===== src/hw/mtn_consts.vh =====
// constants for the motion module mode and hold-time control
// assumes a 125 MHz clock and analog pins digitised in 10 mV codes
// Notes on behaviour
// - at reset release or sleep exit, a level above 2.5 V selects serial mode
// - a level from 0 V to 1.8 V selects hardware mode and sensitivity input
// - serial link is 9600 bps, 8 data bits, no parity, 1 stop bit
// - motion output, light gate and sleep work alike in both modes
// - in serial mode pin 5 is reset input or motion output, default reset
// - delay input sets motion hold from 2 seconds up to 15 minutes
// - delay table: 0 V gives 2 s up to 1.8 V giving 15 min
// - sensitivity is raised for a while after each detection
// - motion output low while reporting, driven high otherwise
// - light below 1.0 V blocks new assertions; a running hold completes
// - sleep low stops detection and forces motion output inactive
// - after reset wait about 20 s, motion output inactive meanwhile
`ifndef MTN_CONSTS_VH
`define MTN_CONSTS_VH
`define MTN_CLK_HZ      125000000
`define MTN_BAUD        9600
`define MTN_BAUD_CYCLES (`MTN_CLK_HZ / `MTN_BAUD)
`define MTN_TICK_CYCLES `MTN_CLK_HZ
`define MTN_STAB_S      20
`define MTN_BOOST_S     10
`define MTN_BOOST_STEP  8'h14
`define MTN_LVL_SERIAL  8'hfa
`define MTN_LVL_HW_MAX  8'hb4
`define MTN_LVL_LIGHT   8'h64
`define MTN_LVL_STEP    8'h14
`define MTN_HOLD_0      10'h002
`define MTN_HOLD_1      10'h005
`define MTN_HOLD_2      10'h00a
`define MTN_HOLD_3      10'h01e
`define MTN_HOLD_4      10'h03c
`define MTN_HOLD_5      10'h078
`define MTN_HOLD_6      10'h0b4
`define MTN_HOLD_7      10'h12c
`define MTN_HOLD_8      10'h258
`define MTN_HOLD_9      10'h384
`endif


===== src/hw/mtn_uart.v =====
// 8N1 serial transmitter and receiver for the command link
// assumes rxd comes from a pin; tx requests come from same-clock logic
`timescale 1ns/1ps
`include "mtn_consts.vh"
module mtn_uart #(
  parameter BIT_CYCLES = `MTN_BAUD_CYCLES
) (
  input  wire       clk,
  input  wire       nrst,
  input  wire       enable,
  input  wire       rxd,
  output reg  [7:0] rx_data,
  output reg        rx_valid,
  output reg        rx_frame_err,
  input  wire [7:0] tx_data,
  input  wire       tx_valid,
  output wire       tx_ready,
  output reg        txd
);
  reg [1:0]  rx_sync;
  reg [31:0] rx_cnt;
  reg [3:0]  rx_bit;
  reg [8:0]  rx_shift;
  reg        rx_busy;
  reg [31:0] tx_cnt;
  reg [3:0]  tx_bit;
  reg [9:0]  tx_shift;

  assign tx_ready = enable & (tx_bit == 4'h0);

  always @(posedge clk) begin
    if (!nrst) begin
      rx_sync      <= 2'h3;
      rx_cnt       <= 32'h0;
      rx_bit       <= 4'h0;
      rx_shift     <= 9'h0;
      rx_busy      <= 1'b0;
      rx_data      <= 8'h00;
      rx_valid     <= 1'b0;
      rx_frame_err <= 1'b0;
    end else begin
      rx_sync  <= {rx_sync[0], rxd};
      rx_valid <= 1'b0;
      if (!enable) begin
        rx_busy <= 1'b0;
      end else if (!rx_busy) begin
        if (!rx_sync[1]) begin
          // first sample lands mid start bit
          rx_busy <= 1'b1;
          rx_cnt  <= BIT_CYCLES / 2;
          rx_bit  <= 4'h0;
        end
      end else if (rx_cnt != 32'h0) begin
        rx_cnt <= rx_cnt - 32'h1;
      end else begin
        rx_cnt   <= BIT_CYCLES - 1;
        rx_bit   <= rx_bit + 4'h1;
        rx_shift <= {rx_sync[1], rx_shift[8:1]};
        if (rx_bit == 4'h0 && rx_sync[1]) begin
          rx_busy <= 1'b0;
        end else if (rx_bit == 4'h9) begin
          rx_busy      <= 1'b0;
          rx_data      <= rx_shift[8:1];
          rx_valid     <= rx_sync[1];
          rx_frame_err <= ~rx_sync[1];
        end
      end
    end
  end

  always @(posedge clk) begin
    if (!nrst) begin
      tx_cnt   <= 32'h0;
      tx_bit   <= 4'h0;
      tx_shift <= 10'h3ff;
      txd      <= 1'b1;
    end else if (tx_bit == 4'h0) begin
      txd <= 1'b1;
      if (tx_valid && enable) begin
        tx_shift <= {1'b1, tx_data, 1'b0};
        // one slot past the stop bit keeps it a full bit long
        tx_bit   <= 4'hb;
        tx_cnt   <= 32'h0;
      end
    end else if (tx_cnt != 32'h0) begin
      tx_cnt <= tx_cnt - 32'h1;
    end else begin
      txd      <= tx_shift[0];
      tx_shift <= {1'b1, tx_shift[9:1]};
      tx_cnt   <= BIT_CYCLES - 1;
      tx_bit   <= tx_bit - 4'h1;
    end
  end
endmodule


===== src/hw/mtn_ctrl.v =====
// mode selection, motion output hold and gating for the motion module
// assumes analog pins arrive as 8-bit codes of 10 mV from an outside
// converter; motion_seen is a one-cycle pulse from the detector on clk
`timescale 1ns/1ps
`include "mtn_consts.vh"
module mtn_ctrl #(
  parameter TICK_CYCLES = `MTN_TICK_CYCLES,
  parameter BIT_CYCLES  = `MTN_BAUD_CYCLES,
  parameter STAB_S      = `MTN_STAB_S,
  parameter BOOST_S     = `MTN_BOOST_S
) (
  input  wire       clk,
  input  wire       nrst,
  input  wire [7:0] sensitivity_level_input,
  input  wire [7:0] hold_time_level_input,
  input  wire [7:0] ambient_light_gate,
  input  wire       sleep_request_n,
  input  wire       rxd,
  input  wire       motion_seen,
  input  wire       cfg_pin5_strobe,
  input  wire       cfg_pin5_motion,
  input  wire       pin5_in,
  output wire       pin5_out,
  output wire       pin5_oe_n,
  output wire       txd_out,
  output wire       txd_oe_n,
  output reg        serial_mode,
  output wire       detect_enable,
  output reg  [7:0] effective_sensitivity,
  output reg        module_reset_req,
  output reg        motion_detect_n,
  output wire [7:0] rx_data,
  output wire       rx_valid,
  output wire       rx_frame_err,
  input  wire [7:0] tx_data,
  input  wire       tx_valid,
  output wire       tx_ready
);
  reg [7:0]  sens_m;
  reg [7:0]  sens_s;
  reg [7:0]  hold_lvl_m;
  reg [7:0]  hold_lvl_s;
  reg [7:0]  light_m;
  reg [7:0]  light_s;
  reg [2:0]  sleep_sync;
  reg [1:0]  p5_sync;
  reg [1:0]  boot_cnt;
  reg        boot_done;
  reg        pin5_motion;
  reg [31:0] tick_cnt;
  reg        tick;
  reg [9:0]  stab_left;
  reg [9:0]  hold_left;
  reg [9:0]  hold_sel;
  reg [9:0]  boost_left;
  wire       sleeping;
  wire       sleep_exit;
  wire       light_ok;
  wire       new_trip;

  // floor of level/0.2 V, clamped to the last entry
  function [9:0] hold_seconds;
    input [7:0] lvl;
    reg   [7:0] idx;
    begin
      idx = lvl / `MTN_LVL_STEP;
      case (idx)
        8'h00:   hold_seconds = `MTN_HOLD_0;
        8'h01:   hold_seconds = `MTN_HOLD_1;
        8'h02:   hold_seconds = `MTN_HOLD_2;
        8'h03:   hold_seconds = `MTN_HOLD_3;
        8'h04:   hold_seconds = `MTN_HOLD_4;
        8'h05:   hold_seconds = `MTN_HOLD_5;
        8'h06:   hold_seconds = `MTN_HOLD_6;
        8'h07:   hold_seconds = `MTN_HOLD_7;
        8'h08:   hold_seconds = `MTN_HOLD_8;
        default: hold_seconds = `MTN_HOLD_9;
      endcase
    end
  endfunction

  // every pin level passes two flops; multi-bit codes assumed slow
  always @(posedge clk) begin
    if (!nrst) begin
      sens_m     <= 8'h00;
      sens_s     <= 8'h00;
      hold_lvl_m <= 8'h00;
      hold_lvl_s <= 8'h00;
      light_m    <= 8'hff;
      light_s    <= 8'hff;
      sleep_sync <= 3'h7;
      p5_sync    <= 2'h3;
    end else begin
      sens_m     <= sensitivity_level_input;
      sens_s     <= sens_m;
      hold_lvl_m <= hold_time_level_input;
      hold_lvl_s <= hold_lvl_m;
      light_m    <= ambient_light_gate;
      light_s    <= light_m;
      sleep_sync <= {sleep_sync[1:0], sleep_request_n};
      p5_sync  <= {p5_sync[0], pin5_in};
    end
  end

  assign sleeping   = ~sleep_sync[1];
  assign sleep_exit = sleep_sync[1] & ~sleep_sync[2];
  assign light_ok   = (light_s >= `MTN_LVL_LIGHT);

  // mode is sampled once the pin sync has filled after reset
  always @(posedge clk) begin
    if (!nrst) begin
      boot_cnt    <= 2'h0;
      boot_done   <= 1'b0;
      serial_mode <= 1'b0;
    end else begin
      if (boot_cnt != 2'h3)
        boot_cnt <= boot_cnt + 2'h1;
      if ((boot_cnt == 2'h2) || (boot_done && sleep_exit)) begin
        boot_done   <= 1'b1;
        serial_mode <= (sens_s > `MTN_LVL_SERIAL);
      end
    end
  end

  // pin 5 function; only meaningful in serial mode
  always @(posedge clk) begin
    if (!nrst)
      pin5_motion <= 1'b0;
    else if (cfg_pin5_strobe)
      pin5_motion <= cfg_pin5_motion;
  end

  // one-second tick keeps the long counters narrow
  always @(posedge clk) begin
    if (!nrst) begin
      tick_cnt <= 32'h0;
      tick     <= 1'b0;
    end else if (tick_cnt == TICK_CYCLES - 1) begin
      tick_cnt <= 32'h0;
      tick     <= 1'b1;
    end else begin
      tick_cnt <= tick_cnt + 32'h1;
      tick     <= 1'b0;
    end
  end

  // stabilisation after reset; sleep exit does not restart it
  always @(posedge clk) begin
    if (!nrst)
      stab_left <= STAB_S[9:0];
    else if (tick && stab_left != 10'h0)
      stab_left <= stab_left - 10'h1;
  end

  assign detect_enable = boot_done & ~sleeping & (stab_left == 10'h0);
  assign new_trip      = motion_seen & detect_enable;

  // hold timer; a retrigger reloads the latched hold time
  always @(posedge clk) begin
    if (!nrst) begin
      hold_left       <= 10'h0;
      hold_sel        <= `MTN_HOLD_0;
      motion_detect_n <= 1'b1;
    end else if (!detect_enable) begin
      hold_left       <= 10'h0;
      motion_detect_n <= 1'b1;
    end else if (new_trip && motion_detect_n && light_ok) begin
      hold_sel        <= hold_seconds(hold_lvl_s);
      hold_left       <= hold_seconds(hold_lvl_s);
      motion_detect_n <= 1'b0;
    end else if (new_trip && !motion_detect_n && light_ok) begin
      hold_left <= hold_sel;
    end else if (tick && !motion_detect_n) begin
      // dark gate never cuts a running hold short
      if (hold_left <= 10'h1) begin
        hold_left       <= 10'h0;
        motion_detect_n <= 1'b1;
      end else begin
        hold_left <= hold_left - 10'h1;
      end
    end
  end

  // lower code means higher sensitivity
  always @(posedge clk) begin
    if (!nrst) begin
      boost_left            <= 10'h0;
      effective_sensitivity <= 8'h00;
    end else begin
      if (new_trip)
        boost_left <= BOOST_S[9:0];
      else if (tick && boost_left != 10'h0)
        boost_left <= boost_left - 10'h1;
      if (boost_left == 10'h0)
        effective_sensitivity <= sens_s;
      else if (sens_s > `MTN_BOOST_STEP)
        effective_sensitivity <= sens_s - `MTN_BOOST_STEP;
      else
        effective_sensitivity <= 8'h00;
    end
  end

  always @(posedge clk) begin
    if (!nrst)
      module_reset_req <= 1'b0;
    else
      module_reset_req <= serial_mode & ~pin5_motion & ~p5_sync[1];
  end

  assign pin5_out  = motion_detect_n;
  assign pin5_oe_n = serial_mode & ~pin5_motion;
  assign txd_oe_n  = ~serial_mode;

  mtn_uart #(
    .BIT_CYCLES (BIT_CYCLES)
  ) u_uart (
    .clk          (clk),
    .nrst         (nrst),
    .enable       (serial_mode),
    .rxd          (rxd),
    .rx_data      (rx_data),
    .rx_valid     (rx_valid),
    .rx_frame_err (rx_frame_err),
    .tx_data      (tx_data),
    .tx_valid     (tx_valid),
    .tx_ready     (tx_ready),
    .txd          (txd_out)
  );
endmodule


===== config.mk =====
export PLATFORM = sky130hd
export DESIGN_NAME = mtn_ctrl
export DESIGN_NICKNAME = d
export VERILOG_FILES = /design/src/hw/mtn_uart.v /design/src/hw/mtn_ctrl.v
export VERILOG_INCLUDE_DIRS = /design/src /design/src/hw
export SDC_FILE = /design/constraint.sdc
export NUM_CORES = 1
export LEC_CHECK = 0
export BUFFER_PORTS_ARGS = -buffer_cell sky130_fd_sc_hd__buf_2
export CAP_MARGIN = 25
export CORE_UTILIZATION = 45
export DETAILED_ROUTE_END_ITERATION = 7
export PLACE_DENSITY = 0.72
export SLEW_MARGIN = 30
export SYNTH_ARGS = -nofsm -noshare
export SYNTH_HDL_FRONTEND = slang
export SYNTH_SLANG_ARGS = --single-unit
export TNS_END_PERCENT = 20

===== constraint.sdc =====
create_clock -name clk -period 5.2 [get_ports clk]
set_input_delay 0 -clock clk [delete_from_list [all_inputs] [get_ports clk]]
set_output_delay 0 -clock clk [all_outputs]
set_load 0.01 [all_outputs]

---- After elaboration in Yosys (flattened, before gate mapping) ----
Memories as Yosys holds them, arrays and structs flattened.
Index checks and enable logic that the tools add are counted.
word-level totals
  register bits ........................... 246
  bits in read-only memories .............. 320
  bits of input ports ..................... 41
  output and inout bits ................... 27
  memories kept ........................... 2
memories
  name              depth  bits a word  read ports  clocked after Yosys merged registers in  write ports  RTL line       text
  (name not given)  16     10           1           0                                        0            mtn_ctrl.v:67  case (idx)
  (name not given)  16     10           1           0                                        0            mtn_ctrl.v:67
operators by class
  add/subtract/negate cells ............... 10
  divide/modulo/power cells ............... 1
  $lt $le $gt $ge ......................... 4
  equality and inequality tests ........... 9
  muxes and demuxes ....................... 35
  bitwise operators ....................... 17
  reduce and logical (&&, ||, !) cells .... 38
operators by type and width
  kind                                                                               count
  32-bit two-way mux                                                                 6
  10-bit two-way mux                                                                 9
  32-bit nonzero test                                                                2
  32-bit by 1-bit subtractor with 32-bit output, second input constant               2
  32-bit by 1-bit adder with 32-bit output, second input constant                    1
  32-bit by 27-bit equality test with 1-bit output, second input constant            1
  4-bit two-way mux                                                                  8
  10-bit by 1-bit subtractor with 10-bit output, second input constant               3
  10-bit zero test                                                                   2
  10-bit nonzero test                                                                2
  8-bit two-way mux                                                                  2
  4-bit zero test                                                                    3
  10-bit by 1-bit less-or-equal comparator with 1-bit output, second input constant  1
  1-bit logical AND                                                                  10
  1-bit two-way mux                                                                  10
  2-bit != test, second input constant                                               5
  1-bit NOT                                                                          10
  2-bit AND reduction                                                                5
  3-bit AND reduction                                                                3
  8-bit by 5-bit divider with 8-bit output, second input constant                    1
  8-bit by 7-bit >= comparator with 1-bit output, second input constant              1
  8-bit by 5-bit > comparator with 1-bit output, second input constant               1
  8-bit > comparator, second input constant                                          1
  8-bit by 5-bit subtractor with 8-bit output, second input constant                 1
  other kinds (14)                                                                   24

---- Longest topological paths before layout ----
  word-level depth ........................ 7
  depth in mapped cells ................... 12

---- Hierarchy ----
A second synthesis with hierarchy kept.
second synthesis, totals
  cells, all modules ...................... 1298
  area, all modules ....................... 11054.4 µm²
by module, submodules not included
  module    instances  cells an instance  area each (µm²)  seq. area each (µm²)
  mtn_ctrl  1          656                5875.6           2662.6
  mtn_uart  1          642                5178.7           2062.0

---- Worst setup path before layout ----
OpenSTA, ideal clock, no wires.
  kind .................................... register to register
  start point ............................. reg hold_lvl_s[6]
  end point ............................... reg hold_left[3]
  setup time .............................. 0.115 ns
  arrival ................................. 2.626 ns
  data required time ...................... 5.085 ns
  path slack .............................. 2.460 ns
  stages on the path, launching flop included .. 12
  path buffers ............................ 2
  clock period less this slack ............ 2.740 ns
  path through ............................ dfxtp_1 -> clkbuf_1 -> inv_1 -> ha_1 -> or2_2 -> clkbuf_1 -> a221oi_1 -> o22ai_1 -> a211o_1 -> o21ai_0 -> a21oi_1 -> a2111oi_0
between the ends
  word-level cells in the longest chain between the ends .. 4
  elaborated cells between the ends (all ways) .. 5
  classes of those cells .................. div (1); mux (2); reduce/logical (1); memory (1)
ends and longest elaborated chain
  element                                                     RTL line        text
  start: declaration                                          mtn_ctrl.v:42   reg [7:0] hold_lvl_s;
  start signal: assignment                                    mtn_ctrl.v:97   hold_lvl_s <= hold_lvl_m;
  8-bit by 5-bit divider with 8-bit output (no line) (*)      --
  memory read 16 x 10 bit or 4-bit zero test (tied branches)  --
  10-bit two-way mux (*)                                      mtn_ctrl.v:67
  10-bit two-way mux (*)                                      mtn_ctrl.v:167  end else if (new_trip && motion_detect_n && light_ok) begin
  end signal: assignment                                      mtn_ctrl.v:169  hold_left <= hold_seconds(hold_lvl_s);
  end signal: assignment                                      mtn_ctrl.v:172  hold_left <= hold_sel;
  end signal: assignment                                      mtn_ctrl.v:179  hold_left <= hold_left - 10'h1;
  end: declaration                                            mtn_ctrl.v:53   reg [9:0] hold_left;
Mark *: on every way between the ends. The rest lies on a longest branch, timed or not.
A chain may end at the register's enable or synchronous reset.

---- Worst setup path in the final report ----
  start point ............................. reg u_uart.tx_cnt[18]
  end point ............................... reg u_uart.tx_shift[1]
between the ends
  word-level cells in the longest chain between the ends .. 3
ends and longest elaborated chain
  element                                             RTL line       text
  start: declaration                                  mtn_uart.v:25  reg [31:0] tx_cnt;
  start signal: assignment                            mtn_uart.v:86  tx_cnt <= tx_cnt - 32'h1;
  start signal: assignment                            mtn_uart.v:90  tx_cnt <= BIT_CYCLES - 1;
  32-bit nonzero test                                 mtn_uart.v:85  end else if (tx_cnt != 32'h0) begin
  2-bit by 1-bit != test with 1-bit output (no line)  --
  2-bit AND reduction (no line)                       --
  end signal: assignment                              mtn_uart.v:80  tx_shift <= {1'b1, tx_data, 1'b0};
  end signal: assignment                              mtn_uart.v:89  tx_shift <= {1'b1, tx_shift[9:1]};
  end: declaration                                    mtn_uart.v:27  reg [9:0] tx_shift;
Every way passes these cells.

==> flow_summary.json <==
{
  "yosysWarnings": 0,
  "vias_per_cell": 5.55,
  "first_pass_iters": 5,
  "mostFrequentLayoutCells": "dfxtp_1, nor2_1, nand2_1, a21oi_1, o21ai_0",
  "synth-compound-area-share_pct": 16.6,
  "track_usage_pct": 20.5,
  "reg2regPathDepth": 8,
  "grt_pass1_vias": 9069,
  "relSlewSlack_pct": 32.8,
  "cts_buffer_depth": 3,
  "switchingPower_uw": 1700,
  "grt_overflow_total": 0,
  "hp-class": "in2reg",
  "synth.distinct_cells": 76,
  "required_ns": 5.60,
  "p_total_uw": 5280,
  "cts_tree": "built",
  "timing.fmax_ghz": 0.267,
  "htreeDepth": 1,
  "dp_hpwl_um": 16100,
  "area_growth_pct": 16.4,
  "antennaDiodeCount": 0,
  "skew_ns": 0.0106,
  "num_rows": 56,
  "synthAdderAreaFrac_pct": 2.06,
  "cp-start-kind": "flop",
  "pwr-share-seq_pct": 40.8,
  "fp.dieW_um": 158,
  "setup_viol": 0,
  "avgSynthCellArea_sq_um": 8.18,
  "tns_ns": 0,
  "numPortBuffers": 65,
  "p_int_uw": 3580,
  "arrival_ns": 4.14,
  "drt-total-wl_um": 25200,
  "hold_path_depth": 2,
  "maxCapViolCount": 0,
  "synth_edf_count": 0,
  "syn-num-nets": 1399,
  "crit_path_top_delay_cell": "a21oi_2",
  "critPathMaxFanout": 19,
  "rsz0062_at_grt": "no",
  "ctsResizeCount": 0,
  "critical_path_depth": 8,
  "hold_violations": 0,
  "fin_nets": 1476,
  "grt_max_degree": 73,
  "ioPinCount": 68,
  "reg2reg_to": "u_uart.tx_shift[1]",
  "antenna_found_initial": 0,
  "slew_viol_final": 0,
  "crit_chain": "or4_1 > nor4_2 > nand4b_1 > a21oi_2 > nand3_1 > o21ai_0 > nand2_1 > dlygate4sd3_1",
  "cts_sinks": 240,
  "final_common_cell": "dfxtp_1",
  "route.antenna.remaining_nets": 0,
  "worst_pin_slew_ns": 1.01,
  "grt_pass1_wl_um": 42700,
  "synth-simple-area-share_pct": 29.1,
  "r2r_start": "u_uart.tx_cnt[18]",
  "initial_core_util_pct": 46.3,
  "drt_iter0_drc": 547,
  "die_h_um": 158,
  "path_buf_inv": 1,
  "period_needed_ns": 3.74,
  "synth_xor_area_share_pct": 4.64,
  "reg2reg_slack_ns": 1.46,
  "p_comb_share_pct": 25.0,
  "min_period_over_period_pct": 71.9,
  "switching_share_pct": 32.3,
  "gp_congestion": 0.882,
  "root_buffer": "clkbuf_16",
  "synthMuxAreaShare_pct": 0.468,
  "status": "complete, no violations",
  "insertion_delay_ns": 0.52,
  "ctsHoldBuffers": 38,
  "cp_slowest_stage_delay_ns": 0.70,
  "seq_area_frac_synth_pct": 43.9,
  "worstSetupPathType": "reg2reg",
  "leakage_uw": 0.00480,
  "postCtsSetupBuffers": 0,
  "path_clk_slew_ns": 0.06,
  "core_sq_um": 23700,
  "hold_path_end": "sleep_sync[0]",
  "vias": 9728,
  "pwr_density_cell_nw_per_um2": 414,
  "die_area_sq_um": 25000,
  "clkPwrFrac_pct": 34.2,
  "synth_top_family_by_area": "simple AND/OR/NAND/NOR gates",
  "drive_gt1_share_pct": 10.1,
  "cp_top_family": "simple AND/OR/NAND/NOR gates",
  "critPathCaptureType": "flop",
  "peakVddDrop_uv": 272,
  "ys_ff_latch": 240,
  "wire_per_inst_um": 14.4,
  "hold_start": "nrst",
  "synth_ff_type": "dfxtp_1",
  "synth_async_sr_flop_share_pct": 0,
  "syn_inst": 1340,
  "cts_buffers": 24,
  "drcViolationCount": 0,
  "synth_area_sq_um": 11000
}
-- power by group through the flow --
stage | logic, uW | clock network, uW | registers, uW
after floorplan | 1010 | 0 | 2150
after global placement | 1240 | 0 | 2180
after detailed placement | 1280 | 0 | 2190
after CTS | 1310 | 1840 | 2150
after global routing | 1500 | 1920 | 2180
final | 1320 | 1810 | 2160
-- routing by layer --
| metal | vias up | track usage, % | share of wire (%) | routed length (um) |
|---|---|---|---|---|
| li1 | 4906 | - | - | - |
| met1 | 4580 | 26.8 | 46 | 11700 |
| met2 | 204 | 35.2 | 48 | 12000 |
| met3 | 38 | 2.71 | 3.8 | 953 |
| met4 | 0 | 5.63 | 2.2 | 545 |
| met5 | - | 0 | 0 | 0 |
-- cell type report --
| class | instances | area [sq um] |
|---|---|---|
| clock buffer | 38 | 724 |
| clock inverter | 4 | 95.1 |
| fill | 2230 | 10900 |
| inverter | 35 | 131 |
| multi-input combinational | 1006 | 5840 |
| sequential | 240 | 4800 |
| tap | 319 | 399 |
| timing repair buffer | 110 | 766 |
-- cells in the mapped netlist (10+ instances only) --
master	count	area share [%]
a211oi_1	11	0.75
a21oi_1	107	4.9
a31oi_1	15	0.86
and2_1	38	2.2
and3_1	12	0.69
clkbuf_1	53	1.8
dfxtp_1	240	44
ha_1	18	2.1
inv_1	33	1.1
nand2_1	144	4.9
nand2b_1	32	1.8
nand3_1	40	1.8
nand4_1	15	0.86
nor2_1	158	5.4
nor2b_1	10	0.57
nor3_1	47	2.1
nor4_1	36	2.1
o21ai_0	93	4.2
o31ai_1	11	0.75
or2_2	11	0.63
or3_1	22	1.3
or4_1	11	0.75
xnor2_1	31	2.5
xor2_1	27	2.2
-- worst max path at each step --
stage,start,end,slack (ns)
after global placement,u_uart.tx_cnt[18],u_uart.tx_shift[1],1.68
final,u_uart.tx_cnt[18],u_uart.tx_shift[1],1.46
after detailed placement,u_uart.tx_cnt[18],u_uart.tx_cnt[16],1.72
after global routing,u_uart.tx_cnt[8],u_uart.tx_shift[1],1.04
after CTS,u_uart.tx_cnt[18],u_uart.tx_shift[1],1.45
after floorplan,hold_lvl_s[6],hold_left[3],2.46
-- flip-flops by register name (all words and copies together) (netlist names), 4 cells and up --
register	flops
u_uart.tx_bit	4
light_m	6
sens_m	8
hold_lvl_m	8
u_uart.rx_shift	8
u_uart.tx_shift	9
hold_left	10
tick_cnt	32
stab_left	10
hold_sel	10
effective_sensitivity	8
u_uart.tx_cnt	32
boost_left	10
hold_lvl_s	8
u_uart.rx_data	8
u_uart.rx_cnt	32
sens_s	8
light_s	6
u_uart.rx_bit	4
-- kinds of logic (layout without fill, tap and decap cells) --
logic type      count (synthesis)  in the layout
simple gates                  623            623
flops                         240            240
mux                             5              5
compound gates                302            302
xor+xnor                       58             58
buf+inv                        94            187
fa+ha+maj                      18             18
-- per-stage QoR --
| step | util (%) | area [sq um] | worst slack (ns) | instances | hold slack, ns |
|---|---|---|---|---|---|
| after floorplan | - | 11000 | 2.46 | 1340 | 0.101 |
| after global placement | 48.6 | 11500 | 1.68 | 1670 | 0.187 |
| after detailed placement | 48.7 | 11500 | 1.72 | 1672 | 0.186 |
| after CTS | 53.8 | 12700 | 1.45 | 1752 | 0.0123 |
| after global routing | 53.9 | 12800 | 1.04 | 1752 | 0.0456 |
| final | 53.9 | 12800 | 1.46 | 1752 | 0.0370 |
-- worst register-to-register path, cell delays in order (launching register included) --
cell and delay (ns):
dfxtp_1 0.35, or4_1 0.66, nor4_2 0.51, nand4b_1 0.53, a21oi_2 0.70, nand3_1 0.13
o21ai_0 0.11, nand2_1 0.07, dlygate4sd3_1 0.58
(Power assumes the default switching activity.)
